$ cat config.mk
export PLATFORM = sky130hd
export DESIGN_NAME = rscr_top
export DESIGN_NICKNAME = d
export VERILOG_FILES = /design/src/hdl/rscr_pkg.sv /design/src/hdl/rscr_top.sv /design/src/hdl/rscr_wdo_counter.sv
export VERILOG_INCLUDE_DIRS = /design/src /design/src/hdl
export SDC_FILE = /design/constraint.sdc
export NUM_CORES = 1
export LEC_CHECK = 0
export BUFFER_PORTS_ARGS = -buffer_cell sky130_fd_sc_hd__buf_2
export CAP_MARGIN = 20
export CORE_MARGIN = 3
export CORE_UTILIZATION = 52
export CTS_CLUSTER_SIZE = 8
export DETAILED_ROUTE_END_ITERATION = 10
export PLACE_DENSITY = 0.8
export SLEW_MARGIN = 20
export SYNTH_ARGS = -nofsm -noshare
export SYNTH_HDL_FRONTEND = slang
export SYNTH_SLANG_ARGS = --single-unit
$ cat constraint.sdc
create_clock -name pclk -period 2.4 [get_ports pclk]
set_input_delay 0.48 -clock pclk [delete_from_list [all_inputs] [get_ports pclk]]
set_output_delay 0.48 -clock pclk [all_outputs]
set_load 0.01 [all_outputs]
$ cat src/hdl/rscr_consts.svh
// constants of the reset and stop recovery controller
//
// Behaviour
// outside stop, power-on, brownout, watchdog, pin or debugger request starts a reset
// watchdog time-out resets only while the watchdog reset option is enabled; in stop the code starts recovery on a time-out whatever the option
// writing one to debugger control bit zero requests a device reset
// in stop, watchdog, enabled port transition or low debug pin start recovery
// only port pins with recovery enable set may trigger stop recovery
// exactly two reset types: full system reset and stop recovery
// reset type chosen from operating mode together with requesting source
// both types hold cpu for 66 watchdog-oscillator then 16 system cycles
// recovery keeps control registers; system reset restores their reset values
// pin flag reads one after a pin reset, else zero
// watchdog flag reads one after a watchdog time-out, else zero
// recovery flag reads one after a stop recovery, else zero
// power-on flag reads one after a power-on reset, else zero; code also sets it after a brownout or debugger reset
// power-on or brownout outranks every source and forces full system reset
// outside party holds reset pin low at least 4 system cycles
// debugger reset bit self-clears during reset; debugger logic not reset
// pin held low past time-out keeps reset; release follows pin release
// asynchronous requests are synchronised before the latency counters use them
`ifndef RSCR_CONSTS_SVH
`define RSCR_CONSTS_SVH

// -----------------------------------------------------------------------------
// register map (byte addresses)
// -----------------------------------------------------------------------------
`define RSCR_ADDR_STATUS     12'hff0
`define RSCR_ADDR_DBGCTL     12'h100
`define RSCR_ADDR_IRQ_STATUS 12'h104
`define RSCR_ADDR_IRQ_MASK   12'h108
`define RSCR_ADDR_CONFIG     12'h10c
`define RSCR_ADDR_SMR_EN     12'h110

// -----------------------------------------------------------------------------
// status fields
// -----------------------------------------------------------------------------
`define RSCR_ST_POR  7
`define RSCR_ST_STOP 6
`define RSCR_ST_WDT  5
`define RSCR_ST_EXT  4
`define RSCR_ST_RESET 8'h80
`define RSCR_DBG_RST 0
`define RSCR_CFG_WATCHDOG_RESET_OPTION 0

// interrupt status bits
`define RSCR_IRQ_SYS 0
`define RSCR_IRQ_SMR 1
`define RSCR_IRQ_W   2

// -----------------------------------------------------------------------------
// timing
// -----------------------------------------------------------------------------
`define RSCR_WDO_CYCLES 66
`define RSCR_SYS_CYCLES 16
`define RSCR_PIN_MIN    4
`define RSCR_CFG_RESET  32'h0000_0001

`endif

$ cat src/hdl/rscr_pkg.sv
// types of the reset and stop recovery controller
package rscr_pkg;
   typedef enum logic [1:0] {
      rscr_idle,
      rscr_wdo_count,
      rscr_sys_count,
      rscr_pin_hold
   } rscr_state_t;

   typedef enum logic {
      rscr_type_system,
      rscr_type_recovery
   } rscr_type_t;

   typedef struct packed {
      logic por;
      logic brownout;
      logic wdt;
      logic pin;
      logic dbg_rst;
   } rscr_src_t;
endpackage

$ cat src/hdl/rscr_top.sv
// reset and stop recovery controller with apb registers
`timescale 1ns/1ps
`include "rscr_consts.svh"
module rscr_top #(
   parameter int PORT_PINS = 8,
   parameter int WDO_CYCLES = `RSCR_WDO_CYCLES,
   parameter int SYS_CYCLES = `RSCR_SYS_CYCLES
) (
   input wire logic pclk,
   input wire logic presetn,
   input wire logic psel,
   input wire logic penable,
   input wire logic pwrite,
   input wire logic [11:0] paddr,
   input wire logic [31:0] pwdata,
   input wire logic [3:0] pstrb,
   output logic [31:0] prdata,
   output logic pready,
   output logic pslverr,
   input wire logic por_req,
   input wire logic brownout_detect,
   input wire logic wdt_timeout,
   input wire logic reset_pin_n,
   input wire logic debug_pin_n,
   input wire logic wdo_tick,
   input wire logic stop_mode,
   input wire logic [PORT_PINS-1:0] port_in,
   output logic cpu_reset,
   output logic ctrl_reg_reset,
   output logic recovery_active,
   output logic irq
);
   // ---------------------------------------------------------------------------
   // synchronisers for asynchronous requests
   // ---------------------------------------------------------------------------
   rscr_pkg::rscr_src_t src_meta;
   rscr_pkg::rscr_src_t src_sync;
   logic [1:0] dbgpin_sync;
   logic [PORT_PINS-1:0] port_meta;
   logic [PORT_PINS-1:0] port_sync;
   logic [PORT_PINS-1:0] port_prev;

   // two flops each, three on the port pins; the second stage is used below, the third for port edges
   always_ff @(posedge pclk or negedge presetn) begin
      if (!presetn) begin
         src_meta <= '0;
         src_sync <= '0;
         dbgpin_sync <= 2'b11;
         port_meta <= '0;
         port_sync <= '0;
         port_prev <= '0;
      end else begin
         src_meta <= '{por: por_req, brownout: brownout_detect, wdt: wdt_timeout,
                       pin: !reset_pin_n, dbg_rst: 1'b0};
         src_sync <= src_meta;
         dbgpin_sync <= {dbgpin_sync[0], debug_pin_n};
         port_meta <= port_in;
         port_sync <= port_meta;
         port_prev <= port_sync;
      end
   end

   // ---------------------------------------------------------------------------
   // reset pin qualifier: low for four system cycles
   // ---------------------------------------------------------------------------
   logic [2:0] pin_cnt;
   logic pin_valid;

   always_ff @(posedge pclk or negedge presetn) begin
      if (!presetn) begin
         pin_cnt <= 3'h0;
      end else if (!src_sync.pin) begin
         pin_cnt <= 3'h0;
      end else if (pin_cnt != 3'(`RSCR_PIN_MIN)) begin
         pin_cnt <= pin_cnt + 3'h1;
      end
   end
   assign pin_valid = (pin_cnt == 3'(`RSCR_PIN_MIN));

   // ---------------------------------------------------------------------------
   // software registers
   // ---------------------------------------------------------------------------
   logic [7:0] cause;
   logic dbg_rst;
   logic watchdog_reset_option_opt;
   logic [PORT_PINS-1:0] smr_en;
   logic [2:0] irq_status;
   logic [2:0] irq_mask;
   logic wr_acc;
   logic mapped;

   assign wr_acc = psel && penable && pwrite;
   assign pready = 1'b1;

   function automatic logic addr_mapped(input logic [11:0] a);
      addr_mapped = (a == `RSCR_ADDR_STATUS) || (a == `RSCR_ADDR_DBGCTL) ||
                    (a == `RSCR_ADDR_IRQ_STATUS) || (a == `RSCR_ADDR_IRQ_MASK) ||
                    (a == `RSCR_ADDR_CONFIG) || (a == `RSCR_ADDR_SMR_EN);
   endfunction
   assign mapped = addr_mapped(paddr);

   // write hit on one register; only the low byte lane carries the control bits
   function automatic logic wr_hit(input logic acc, input logic [11:0] a, input logic [11:0] target,
                                   input logic lane0);
      wr_hit = acc && (a == target) && lane0;
   endfunction
   assign pslverr = psel && penable && (!mapped || (pwrite && paddr == `RSCR_ADDR_STATUS));

   // ---------------------------------------------------------------------------
   // sequencer
   // ---------------------------------------------------------------------------
   rscr_pkg::rscr_state_t state;
   rscr_pkg::rscr_type_t rtype;
   logic [4:0] sys_cnt;
   logic wdo_done;
   logic sys_req;
   logic smr_req;
   logic port_edge;
   logic start;
   logic por_now;

   // only pins with recovery enable count
   assign port_edge = |((port_sync ^ port_prev) & smr_en);
   assign por_now = src_sync.por || src_sync.brownout;
   // the debugger reset bit, like the watchdog, is a system reset only outside stop
   assign sys_req = por_now || (!stop_mode && ((src_sync.wdt && watchdog_reset_option_opt) || dbg_rst)) ||
                    pin_valid;
   assign smr_req = stop_mode && (src_sync.wdt || port_edge || !dbgpin_sync[1]);
   assign start = (state == rscr_pkg::rscr_idle) && (sys_req || smr_req);

   rscr_wdo_counter #(
      .COUNT(WDO_CYCLES)
   ) u_wdo (
      .pclk(pclk),
      .presetn(presetn),
      .start(start),
      .wdo_tick(wdo_tick),
      .done(wdo_done)
   );

   // two reset types, system wins when both requested
   always_ff @(posedge pclk or negedge presetn) begin
      if (!presetn) begin
         rtype <= rscr_pkg::rscr_type_system;
      end else if (start) begin
         rtype <= sys_req ? rscr_pkg::rscr_type_system : rscr_pkg::rscr_type_recovery;
      end else if (state != rscr_pkg::rscr_idle && por_now) begin
         rtype <= rscr_pkg::rscr_type_system;
      end
   end

   // oscillator phase, then system-clock phase, then hold while pin stays low
   always_ff @(posedge pclk or negedge presetn) begin
      if (!presetn) begin
         state <= rscr_pkg::rscr_idle;
         sys_cnt <= 5'h00;
      end else begin
         unique case (state)
            rscr_pkg::rscr_idle: begin
               if (start) begin
                  state <= rscr_pkg::rscr_wdo_count;
               end
            end
            rscr_pkg::rscr_wdo_count: begin
               sys_cnt <= 5'h00;
               if (wdo_done) begin
                  state <= rscr_pkg::rscr_sys_count;
               end
            end
            rscr_pkg::rscr_sys_count: begin
               if (sys_cnt == 5'(SYS_CYCLES - 1)) begin
                  state <= src_sync.pin ? rscr_pkg::rscr_pin_hold : rscr_pkg::rscr_idle;
               end else begin
                  sys_cnt <= sys_cnt + 5'h01;
               end
            end
            rscr_pkg::rscr_pin_hold: begin
               if (!src_sync.pin) begin
                  state <= rscr_pkg::rscr_idle;
               end
            end
         endcase
      end
   end

   // cpu held for the whole sequence; control registers only on system type
   assign cpu_reset = (state != rscr_pkg::rscr_idle);
   assign ctrl_reg_reset = cpu_reset && (rtype == rscr_pkg::rscr_type_system);
   assign recovery_active = cpu_reset && (rtype == rscr_pkg::rscr_type_recovery);

   logic seq_end;
   assign seq_end = cpu_reset && !(state == rscr_pkg::rscr_sys_count && sys_cnt != 5'(SYS_CYCLES - 1))
                    && (state == rscr_pkg::rscr_sys_count ? !src_sync.pin : state == rscr_pkg::rscr_pin_hold
                        && !src_sync.pin);

   // ---------------------------------------------------------------------------
   // cause register: recorded at start of each sequence
   // ---------------------------------------------------------------------------
   always_ff @(posedge pclk or negedge presetn) begin
      if (!presetn) begin
         cause <= `RSCR_ST_RESET;
      end else if (start) begin
         cause <= 8'h00;
         cause[`RSCR_ST_POR] <= sys_req && (por_now || (dbg_rst && !stop_mode));
         cause[`RSCR_ST_STOP] <= !sys_req;
         cause[`RSCR_ST_WDT] <= src_sync.wdt;
         cause[`RSCR_ST_EXT] <= pin_valid && !por_now;
      end
   end

   // ---------------------------------------------------------------------------
   // debugger control: cleared while the cpu is held in the reset it causes
   // ---------------------------------------------------------------------------
   always_ff @(posedge pclk or negedge presetn) begin
      if (!presetn) begin
         dbg_rst <= 1'b0;
      end else if (wr_hit(wr_acc, paddr, `RSCR_ADDR_DBGCTL, pstrb[0])) begin
         dbg_rst <= pwdata[`RSCR_DBG_RST];
      end else if (cpu_reset) begin
         dbg_rst <= 1'b0;
      end
   end

   // configuration and port enables return to defaults on a system reset only
   always_ff @(posedge pclk or negedge presetn) begin
      if (!presetn) begin
         watchdog_reset_option_opt <= 1'(`RSCR_CFG_RESET);
         smr_en <= '0;
      end else if (ctrl_reg_reset) begin
         watchdog_reset_option_opt <= 1'(`RSCR_CFG_RESET);
         smr_en <= '0;
      end else if (wr_acc && pstrb[0]) begin
         if (paddr == `RSCR_ADDR_CONFIG) begin
            watchdog_reset_option_opt <= pwdata[`RSCR_CFG_WATCHDOG_RESET_OPTION];
         end
         if (paddr == `RSCR_ADDR_SMR_EN) begin
            smr_en <= pwdata[PORT_PINS-1:0];
         end
      end
   end

   // ---------------------------------------------------------------------------
   // interrupts: sticky, write one to clear, set beats clear
   // ---------------------------------------------------------------------------
   logic [2:0] irq_set;
   logic [2:0] irq_clr;
   assign irq_set = {start && src_sync.wdt, seq_end && recovery_active, seq_end && ctrl_reg_reset};
   assign irq_clr = wr_hit(wr_acc, paddr, `RSCR_ADDR_IRQ_STATUS, pstrb[0]) ? pwdata[2:0] : 3'h0;

   always_ff @(posedge pclk or negedge presetn) begin
      if (!presetn) begin
         irq_status <= 3'h0;
         irq_mask <= 3'h0;
      end else begin
         irq_status <= (irq_status & ~irq_clr) | irq_set;
         if (wr_hit(wr_acc, paddr, `RSCR_ADDR_IRQ_MASK, pstrb[0])) begin
            irq_mask <= pwdata[2:0];
         end
      end
   end
   assign irq = |(irq_status & irq_mask);

   // ---------------------------------------------------------------------------
   // read data registered in setup phase, valid in access phase
   // ---------------------------------------------------------------------------
   always_ff @(posedge pclk or negedge presetn) begin
      if (!presetn) begin
         prdata <= 32'h0000_0000;
      end else if (psel && !penable && !pwrite) begin
         unique case (paddr)
            `RSCR_ADDR_STATUS: prdata <= {24'h000000, cause};
            `RSCR_ADDR_DBGCTL: prdata <= {31'h00000000, dbg_rst};
            `RSCR_ADDR_IRQ_STATUS: prdata <= {29'h00000000, irq_status};
            `RSCR_ADDR_IRQ_MASK: prdata <= {29'h00000000, irq_mask};
            `RSCR_ADDR_CONFIG: prdata <= {31'h00000000, watchdog_reset_option_opt};
            `RSCR_ADDR_SMR_EN: prdata <= 32'(smr_en);
            default: prdata <= 32'h0000_0000;
         endcase
      end
   end
endmodule // rscr_top

$ cat src/hdl/rscr_wdo_counter.sv
// latency counter running on the watchdog oscillator tick
`timescale 1ns/1ps
module rscr_wdo_counter #(
   parameter int COUNT = 66
) (
   input wire logic pclk,
   input wire logic presetn,
   input wire logic start,
   input wire logic wdo_tick,
   output logic done
);
   logic [7:0] cnt;
   logic running;

   // ---------------------------------------------------------------------------
   // count oscillator ticks after start, pulse done at the last one
   // ---------------------------------------------------------------------------
   always_ff @(posedge pclk or negedge presetn) begin
      if (!presetn) begin
         cnt <= 8'h00;
         running <= 1'b0;
         done <= 1'b0;
      end else begin
         done <= 1'b0;
         if (start) begin
            cnt <= 8'h00;
            running <= 1'b1;
         end else if (running && wdo_tick) begin
            if (cnt == 8'(COUNT - 1)) begin
               running <= 1'b0;
               done <= 1'b1;
            end else begin
               cnt <= cnt + 8'h01;
            end
         end
      end
   end
endmodule // rscr_wdo_counter

# --- After elaboration in Yosys (flattened, before gate mapping) ---
# Index checks and enable logic that the tools add are counted.
word_totals:
  ff_bits: 107
  in_bits: 68
  output_inout_bits: 38
  elab_cells: 163
classes:
  add_sub_neg: 3
  n_eq_ne: 21
  muxes: 33
  n_bitwise: 7
  reduce_logical: 73
op_table:
  columns: ["cell", "n"]
  rows:
  - ["12-bit by 9-bit equality test with 1-bit output (second input constant)", 5]
  - ["8-bit two-way mux", 6]
  - ["8-bit one-hot mux with 6 select lines", 1]
  - ["1-bit logical AND", 31]
  - ["2-bit nonzero test", 9]
  - ["1-bit two-way mux", 15]
  - ["1-bit logical OR", 14]
  - ["12-bit equality test (second input constant)", 1]
  - ["1-bit zero test", 10]
  - ["2-bit two-way mux", 5]
  - ["2-bit != test (second input constant)", 5]
  - ["5-bit one-hot mux with 2 select lines", 1]
  - ["2-bit AND reduction", 5]
  - ["3-bit two-way mux", 3]
  - ["8-bit by 1-bit adder with 8-bit output (second input constant)", 1]
  - ["8-bit bitwise AND", 1]
  - ["8-bit by 7-bit equality test with 1-bit output (second input constant)", 1]
  - ["2-bit one-hot mux with 4 select lines", 1]
  - ["8-bit OR reduction", 1]
  - ["8-bit XOR", 1]
  - ["3-bit bitwise AND", 2]
  - ["5-bit by 1-bit adder with 5-bit output (second input constant)", 1]
  - ["5-bit by 4-bit equality test with 1-bit output (second input constant)", 1]
  - ["5-bit two-way mux", 1]
  - ["other kinds (13)", 15]

# --- Longest topological paths before layout ---
# Gate-level depths: netlist of run 1.
depth:
  depth_word: 10
  ltp_mapped: 8

# --- Modules after synthesis ---
# From an unflattened synthesis of run 1, not the netlist that was laid out.
hier_totals:
  cells_unflattened: 353
  hier_area_um2: 3767.4
by_module_without_submodules:
  columns: ["mod", "n_inst", "cells_each", "area_each_um2", "seq_area_each_um2"]
  rows:
  - ["rscr_top", 1, 301, 3245.6, 1831.8]
  - ["rscr_wdo_counter", 1, 52, 521.8, 250.2]

# --- Least setup slack after synthesis of run 1 ---
# OpenSTA, ideal clock, no wires.
synth_path:
  path_kind: "input port to output port"
  startpoint: "in paddr[8]"
  endpoint: "out pslverr"
  t_arrival_ps: 1505
  required_ps: 1920
  path_slack_ps: 415
  cell_stages: 5
  path_buffers: 1
  path_cell_list: "nor4b_4 and4_1 buf_4 or3_1 a21oi_1"
synth_between:
  elab_chain_len: 9
  elab_cells_between_ends: 15
  cone_classes: "6 x eq/ne; 9 x reduce/logical"
synth_lines:
  columns: ["element", "line", "rtl"]
  rows:
  - ["start: declaration", "rscr_top.sv:14", "input wire logic [11:0] paddr,"]
  - ["12-bit equality test / 12-bit by 9-bit equality test with 1-bit output (equally long branches)", null, null]
  - ["1-bit logical OR (5 in a row)", "rscr_top.sv:96", "addr_mapped = (a == `RSCR_ADDR_STATUS) || (a == `RSCR_ADDR_DBGCTL) ||"]
  - ["1-bit zero test", "rscr_top.sv:107", "assign pslverr = psel && penable && (!mapped || (pwrite && paddr == `RSCR_ADDR_STATUS));"]
  - ["1-bit logical OR (*)", "rscr_top.sv:107", null]
  - ["1-bit logical AND (*)", "rscr_top.sv:107", null]
  - ["end: declaration", "rscr_top.sv:19", "output logic pslverr,"]
# Every way passes the cells marked *; elsewhere a longest branch is shown, timed or not.

==> results.py, run 1 <==
metrics = {
    "logic_synthesis": {
        "ys_ff_latch": 83,
        "avgSynthCellArea_um2": 11.0,
        "yosysSeqAreaShare": 0.564,
        "async_reset_ff_frac": 1.00,
        "yosysUniqueCellTypes": 48,
        "synth_cells": 336,
        "synthTopCellsByCount": "79 x dfrtp_1, 35 x nor2_1, 28 x nand2_1",
        "yosys-top-cells-area": "dfrtp_1 54%, buf_4 5.3%, nor2_1 3.6%, xor2_1 3.1%, mux2i_1 3.0%",
        "synth_largest_area_cell": "dfrtp_1",
        "yosysMostFrequentCell": "dfrtp_1",
        "ys.flop_type": "dfrtp_1",
        "synth_top_area_frac": 0.536,
        "synth.cell_area_mm2": 0.00369,
        "ys_warn_count": 0,
        "synth_edf_count": 0,
    },
    "finish": {
        "final_area_mm2": 0.00414,
        "antennaDiodeCount": 0,
        "nets": 469,
        "finalNonFillerCells": 496,
        "drive_gt1_frac": 0.213,
        "utilization": 0.606,
        "areaGrowthSynthToFinish_pct": 12.3,
    },
    "placement": {
        "dp_hpwl_mm": 5.25,
        "port-buffer-count": 53,
        "placed_cells": 480,
        "pre_cts_slack_ns": 0.208,
        "gp_congestion": 0.861,
        "place_area_mm2": 0.00396,
    },
    "critical_path": {
        "required_ns": 1.92,
        "slowest_stage": "dfrtp_1",
        "cp-end-kind": "output port",
        "reg2reg_setup_slack_ns": 0.35,
        "slowest_delay_ns": 0.54,
        "reg2reg_to": "u_wdo.done",
        "ff2ff_path_depth": 6,
        "path_class": "reg -> out",
        "critPathArrivalTime_ns": 1.74,
        "worst-path-max-fanout": 14,
        "cp_cell_sequence": "nor2_2, inv_1, and2_1, buf_2",
        "reg2reg_from": "pin_cnt[0]",
        "cp-start-kind": "flip-flop",
    },
    "run_status": {
        "status": "complete, no violations",
    },
    "clock_tree": {
        "clk_pin_slew_ns": 0.09,
        "insertion_delay_ns": 0.36,
        "ctsResizeCount": 0,
        "cts_buffers": 9,
        "cts_tree": "yes",
        "post-cts-setup-buffer-count": 0,
        "holdBufCountCts": 0,
        "htreeDepth": 3,
        "cts_buffer_depth": 2,
        "cts_root_buf": "clkbuf_8",
        "cts.sink_count": 83,
    },
    "floorplan": {
        "io_pins": 106,
        "start_util": 0.540,
        "die_area_mm2": 0.00814,
        "die_w_um": 90.2,
        "coreArea_mm2": 0.00683,
        "rows": 30,
        "fp.dieH_um": 90.2,
    },
    "global_route": {
        "grt_use_met2": 0.302,
        "antenna_found_initial": 0,
        "grt_max_degree": 69,
        "track_usage": 0.185,
        "overflow": 0,
        "use_met1": 0.238,
        "grt_pass1_wl_mm": 12.2,
        "first_global_vias": 2637,
        "use_met3": 0.0402,
        "grt.busiest_layer": "met2",
    },
    "pwr": {
        "total_power_mw": 2.56,
        "cellPowerDensity_mw_per_mm2": 618,
        "ir_drop_v": 0.000603,
        "leakage_nw": 1.95,
    },
    "sta": {
        "final.setup.worst_slack_ns": 0.183,
        "setup_tns_ns": 0,
        "rsz0062_at_grt": "false",
        "setup_viol": 0,
        "max_slew_margin": 0.456,
        "worst_pin_slew_ns": 0.816,
        "hold_violations": 0,
        "fin_crit_ns": 2.22,
        "clock_skew_ns": 0.0101,
        "post-route-period-util": 0.924,
        "fmaxAchievable_mhz": 451,
        "slew_violations": 0,
        "hold_ws_ns": 0.205,
    },
    "route": {
        "via_count": 2600,
        "drtIter0Drc": 224,
        "dr.pass1.iters": 4,
        "via_per_inst": 5.24,
        "wl_per_cell_um": 14.3,
        "drcViolationCount": 0,
        "antenna_left": 0,
        "totalWireLength_mm": 7.11,
    },
    "worst_hold_path": {
        "hold_class": "in -> async",
    },
    "flow_run": {
        "max_cap_violations": 0,
    },
}
-- layout by cell type, fill, tap and decap left out, types with 4 or more instances in the layout --
master	Yosys	final
nand2_1	28	28
xor2_1	13	13
dfstp_2	4	4
inv_1	15	15
conb_1	2	25
and4_1	5	5
buf_4	26	5
a222oi_1	4	4
buf_2	0	52
nor2_1	35	35
a22o_1	5	5
clkbuf_8	0	9
a221oi_1	4	4
nor3_1	10	10
mux2i_1	11	11
nand4_1	6	6
dfrtp_1	79	79
a21oi_1	9	9
nand3_1	7	7
ha_1	6	6
o21ai_0	16	16
-- worst max-delay path by stage --
stage | start | endpoint | cells after the start
2_1_floorplan | paddr[8] | pslverr | 5
3_3_place_gp | paddr[2] | pslverr | 6
3_5_place_dp | paddr[5] | smr_en[1] | 6
4_1_cts | state[0] | recovery_active | 4
5_1_grt | state[0] | recovery_active | 4
6_report | state[0] | recovery_active | 4
-- routing by layer --
layer  part of all wire  up-vias
met4              0.011        0
met3              0.051        6
met5                  0        -
met2               0.50       73
met1               0.44     1276
li1                   -     1245
-- critical path, delay by kind of cell, from the launching register on --
kind / cells / cell delay [ns]
and+or+nand+nor: 2 / 0.52
buffers and inverters: 2 / 0.32
DFF: 1 / 0.54
-- final cells by class --
class | instances | area (um^2)
sequential | 83 | 2080
tap | 96 | 120
timing repair buffer | 57 | 298
inverter | 15 | 56.3
clock inverter | 7 | 57.6
clock buffer | 9 | 124
multi-input combinational | 229 | 1400
fill | 572 | 2690
-- cells by family (layout without fill, tap and decap cells) --
family          Yosys count  in the layout  share of synthesized area
compound gates           57             57                      0.105
flops                    83             83                      0.564
buf+inv                  47             88                     0.0784
mux                      14             14                     0.0390
other cells               2             25                    0.00204
simple gates            111            111                      0.152
xor+xnor                 16             16                     0.0380
fa+ha+maj                 6              6                     0.0204
-- sequential cells by signal, indices dropped and copies added, names as in the netlist, 4 cells and up --
signal,count
port_meta,8
port_prev,8
port_sync,8
prdata,8
smr_en,8
u_wdo.cnt,8
sys_cnt,5
cause,4
src_meta,4
src_sync,4
-- power breakdown --
group          switching [mW]  leakage, nW  total [mW]  internal (mW)
Combinational           0.110        0.809       0.176         0.0658
Sequential             0.0271         1.05        1.47           1.44
Clock                   0.521       0.0886       0.912          0.391
Total                   0.659         1.95        2.56           1.90
Power figures use the tool's default switching activity.
==> run 2: changes to the inputs <==
--- a/config.mk
+++ b/config.mk
@@ -7,12 +7,10 @@
 export NUM_CORES = 1
 export LEC_CHECK = 0
 export BUFFER_PORTS_ARGS = -buffer_cell sky130_fd_sc_hd__buf_2
-export CAP_MARGIN = 20
 export CORE_MARGIN = 3
-export CORE_UTILIZATION = 52
+export CORE_UTILIZATION = 39
 export CTS_CLUSTER_SIZE = 8
 export DETAILED_ROUTE_END_ITERATION = 10
-export PLACE_DENSITY = 0.8
 export SLEW_MARGIN = 20
 export SYNTH_ARGS = -nofsm -noshare
 export SYNTH_HDL_FRONTEND = slang
==> results.py, run 2 (synthesized netlist as in run 1, its figures left out) <==
metrics = {
    "sta": {
        "fmaxAchievable_mhz": 451,
        "setup_tns_ns": 0,
        "max_slew_margin": 0.651,
        "setup_viol": 0,
        "rsz0062_at_grt": "false",
        "worst_pin_slew_ns": 0.522,
        "post-route-period-util": 0.923,
        "hold_violations": 0,
        "slew_violations": 0,
        "final.setup.worst_slack_ns": 0.184,
        "hold_ws_ns": 0.0372,
        "clock_skew_ns": 0.0165,
        "fin_crit_ns": 2.22,
    },
    "clock_tree": {
        "cts_buffer_depth": 2,
        "cts_tree": "yes",
        "cts.sink_count": 83,
        "ctsResizeCount": 0,
        "clk_pin_slew_ns": 0.09,
        "holdBufCountCts": 0,
        "cts_buffers": 9,
        "post-cts-setup-buffer-count": 0,
        "htreeDepth": 3,
        "cts_root_buf": "clkbuf_8",
        "insertion_delay_ns": 0.35,
    },
    "route": {
        "wl_per_cell_um": 13.9,
        "dr.pass1.iters": 5,
        "antenna_left": 0,
        "drtIter0Drc": 157,
        "drcViolationCount": 0,
        "totalWireLength_mm": 7.10,
        "via_count": 2585,
        "via_per_inst": 5.08,
    },
    "placement": {
        "dp_hpwl_mm": 5.35,
        "gp_congestion": 0.803,
        "pre_cts_slack_ns": 0.266,
        "port-buffer-count": 53,
    },
    "pwr": {
        "p_sw_mw": 0.663,
        "leakage_nw": 1.97,
        "power_frac_comb": 0.066,
        "clock_power_share": 0.384,
        "ir_drop_v": 0.000386,
        "p_int_mw": 2.01,
        "switching_share": 0.248,
        "cellPowerDensity_mw_per_mm2": 636,
        "pwr-share-seq": 0.550,
    },
    "critical_path": {
        "critPathArrivalTime_ns": 1.74,
        "cp-end-kind": "output port",
        "worst-path-max-fanout": 14,
        "path_class": "reg -> out",
        "required_ns": 1.92,
        "cp-start-kind": "flip-flop",
    },
    "finish": {
        "areaGrowthSynthToFinish_pct": 13.9,
        "drive_gt1_frac": 0.214,
        "nets": 470,
        "mostFrequentLayoutCells": "79 x dfrtp_1, 52 x buf_2, 35 x nor2_1",
        "layout_commonest_cell": "dfrtp_1",
        "antennaDiodeCount": 0,
        "utilization": 0.470,
    },
    "floorplan": {
        "die_w_um": 103,
        "rows": 34,
        "io_pins": 106,
        "coreArea_mm2": 0.00893,
        "start_util": 0.413,
        "die_area_mm2": 0.0107,
        "fp.dieH_um": 103,
    },
    "global_route": {
        "first_global_vias": 2433,
        "track_usage": 0.141,
        "grt_pass1_wl_mm": 11.6,
        "antenna_found_initial": 0,
        "overflow": 0,
        "grt_max_degree": 58,
    },
    "flow_run": {
        "max_cap_violations": 0,
    },
    "run_status": {
        "status": "complete, no violations",
    },
    "worst_hold_path": {
        "hold_class": "in -> async",
    },
}
==> run 2: routing by layer <==
| metal | vias up | routed length [um] | global-route usage |
|---|---|---|---|
| li1 | 1242 | - | - |
| met2 | 64 | 3390 | 0.222 |
| met5 | - | 0 | 0 |
| met4 | 0 | 88 | 0.0538 |
| met3 | 8 | 324 | 0.0288 |
| met1 | 1271 | 3300 | 0.191 |
==> run 2: worst paths after layout <==
kind	end	startpoint	cells past startpoint	slack, ns
min in group pclk	dbgpin_sync[0]	debug_pin_n	1	0.23
max	recovery_active	state[0]	4	0.18
min	u_wdo.cnt[1]	presetn	1	0.04
max in group asynchronous	cause[7]	presetn	2	1.71
min reg2reg	port_sync[7]	port_meta[7]	0	0.35
max reg2reg	u_wdo.done	port_prev[0]	5	0.33
==> run 2: per-stage QoR <==
stage | instance area (um^2) | total power [mW] | std cells
after global placement | 4000 | 1.67 | 493
after CTS | 4200 | 2.71 | 509
final | 4200 | 2.67 | 509
after detailed placement | 4000 | 1.68 | 493
after global routing | 4200 | 2.81 | 509
after floorplan | 3770 | 1.61 | 359
==> run 2: final cells by class <==
cell class	count	area, um^2
inverter	15	56.3
fill	846	4730
clock buffer	9	124
timing repair buffer	58	318
multi-input combinational	229	1400
clock inverter	7	82.6
tap	108	135
sequential	83	2080
==> run 2: critical path, cell delays in order, from the launching register on <==
cell	delay, ns
dfrtp_1	0.54
nor2_2	0.30
inv_1	0.18
and2_1	0.23
buf_2	0.14
==> run 2: power by group through the flow <==
stage	sequential (mW)	combinational [mW]	clock, mW
final	1.47	0.177	1.02
after global routing	1.48	0.205	1.13
after CTS	1.47	0.182	1.05
after detailed placement	1.50	0.181	0
after global placement	1.50	0.176	0
after floorplan	1.50	0.108	0
==> run 3: changes to the inputs <==
--- a/config.mk
+++ b/config.mk
@@ -7,10 +7,13 @@
 export NUM_CORES = 1
 export LEC_CHECK = 0
 export BUFFER_PORTS_ARGS = -buffer_cell sky130_fd_sc_hd__buf_2
+export CELL_PAD_IN_SITES_DETAIL_PLACEMENT = 1
+export CELL_PAD_IN_SITES_GLOBAL_PLACEMENT = 2
 export CORE_MARGIN = 3
-export CORE_UTILIZATION = 39
+export CORE_UTILIZATION = 32
 export CTS_CLUSTER_SIZE = 8
 export DETAILED_ROUTE_END_ITERATION = 10
+export PLACE_DENSITY_LB_ADDON = 0.1
 export SLEW_MARGIN = 20
 export SYNTH_ARGS = -nofsm -noshare
 export SYNTH_HDL_FRONTEND = slang
==> results.py, run 3 (synthesized netlist as in run 1, its figures left out) <==
metrics = {
    "floorplan": {
        "start_util": 0.334,
        "die_area_mm2": 0.0129,
        "die_w_um": 113,
        "io_pins": 106,
        "rows": 38,
        "fp.dieH_um": 113,
        "coreArea_mm2": 0.0110,
    },
    "sta": {
        "fmaxAchievable_mhz": 466,
        "worst_pin_slew_ns": 0.534,
        "clock_skew_ns": 0.00580,
        "setup_viol": 0,
        "slew_violations": 0,
        "rsz0062_at_grt": "false",
        "fin_crit_ns": 2.15,
        "post-route-period-util": 0.895,
        "max_slew_margin": 0.639,
        "hold_violations": 0,
        "hold_ws_ns": 0.115,
        "setup_tns_ns": 0,
    },
    "global_route": {
        "antenna_found_initial": 0,
        "overflow": 0,
        "grt_max_degree": 41,
        "first_global_vias": 2672,
        "grt_pass1_wl_mm": 13.6,
        "track_usage": 0.135,
    },
    "route": {
        "drcViolationCount": 0,
        "drtIter0Drc": 83,
        "antenna_left": 0,
        "wl_per_cell_um": 15.1,
        "via_count": 2603,
        "totalWireLength_mm": 8.20,
        "via_per_inst": 4.78,
        "dr.pass1.iters": 5,
    },
    "placement": {
        "gp_congestion": 0.740,
        "dp_hpwl_mm": 6.30,
        "port-buffer-count": 53,
        "place_area_mm2": 0.00406,
    },
    "finish": {
        "antennaDiodeCount": 0,
        "mostFrequentLayoutCells": "79 x dfrtp_1, 52 x buf_2, 35 x nor2_1",
        "drive_gt1_frac": 0.220,
        "final_area_mm2": 0.00439,
        "utilization": 0.398,
        "layout_commonest_cell": "dfrtp_1",
        "nets": 473,
        "areaGrowthSynthToFinish_pct": 19.0,
    },
    "clock_tree": {
        "cts_buffers": 9,
        "post-cts-setup-buffer-count": 0,
        "holdBufCountCts": 0,
        "htreeDepth": 3,
        "cts_root_buf": "clkbuf_16",
        "cts.sink_count": 83,
        "clk_pin_slew_ns": 0.06,
        "cts_buffer_depth": 2,
        "cts_tree": "yes",
        "insertion_delay_ns": 0.34,
        "ctsResizeCount": 0,
    },
    "pwr": {
        "leakage_nw": 2.05,
        "cellPowerDensity_mw_per_mm2": 721,
        "ir_drop_v": 0.000372,
    },
    "run_status": {
        "status": "complete, no violations",
    },
    "critical_path": {
        "required_ns": 1.92,
        "critPathArrivalTime_ns": 1.67,
        "cp-start-kind": "flip-flop",
        "worst-path-max-fanout": 8,
        "path_class": "reg -> out",
        "cp-end-kind": "output port",
    },
    "worst_hold_path": {
        "hold_class": "in -> async",
    },
    "flow_run": {
        "max_cap_violations": 0,
    },
}
[run 3: cell count changes in the layout (fill, tap and decap cells not counted)]
| cell | before | now |
|---|---|---|
| clkbuf_16 | 0 | 9 |
| bufinv_16 | 1 | 2 |
| clkinvlp_4 | 2 | 0 |
| buf_4 | 5 | 8 |
| clkbuf_8 | 9 | 0 |
| clkinv_4 | 1 | 2 |
[run 3: area by class of cell]
class,count,area [um^2]
tap,140,175
sequential,83,2080
clock inverter,7,106
timing repair buffer,61,340
inverter,15,56.3
clock buffer,9,225
multi-input combinational,229,1400
fill,1236,6640
[run 3: power breakdown]
part,internal (mW),switching (mW)
clock,0.929,0.582
combinational,0.0681,0.114
sequential,1.45,0.0248
total,2.44,0.721
[run 3: worst paths after layout]
path | slack (ns) | depth (start not counted) | start | endpoint
max | 0.25 | 4 | state[1] | recovery_active
min | 0.12 | 1 | presetn | port_meta[5]
max reg2reg | 0.33 | 5 | port_sync[0] | u_wdo.done
min reg2reg | 0.35 | 0 | port_meta[6] | port_sync[6]
max in group asynchronous | 1.66 | 2 | presetn | watchdog_reset_option_opt
min in group pclk | 0.24 | 1 | debug_pin_n | dbgpin_sync[0]
[run 3: metal layers]
layer	wire (um)	track usage
met5	0	0
met2	3820	0.216
met3	427	0.0353
met4	107	0.0505
met1	3840	0.176
[run 3: stage by stage]
stage | cells | total power, mW | setup WS, ns
after floorplan | 359 | 1.61 | 0.415
after global placement | 528 | 1.68 | 0.245
after detailed placement | 528 | 1.69 | 0.240
after CTS | 544 | 3.22 | 0.218
after global routing | 544 | 3.31 | 0.129
final | 544 | 3.16 | 0.253
[run 3: critical path: stages, from the launching register on]
cell and delay, ns:
dfrtp_1 0.47, nor2_2 0.27, inv_1 0.21, and2_1 0.23, buf_2 0.14
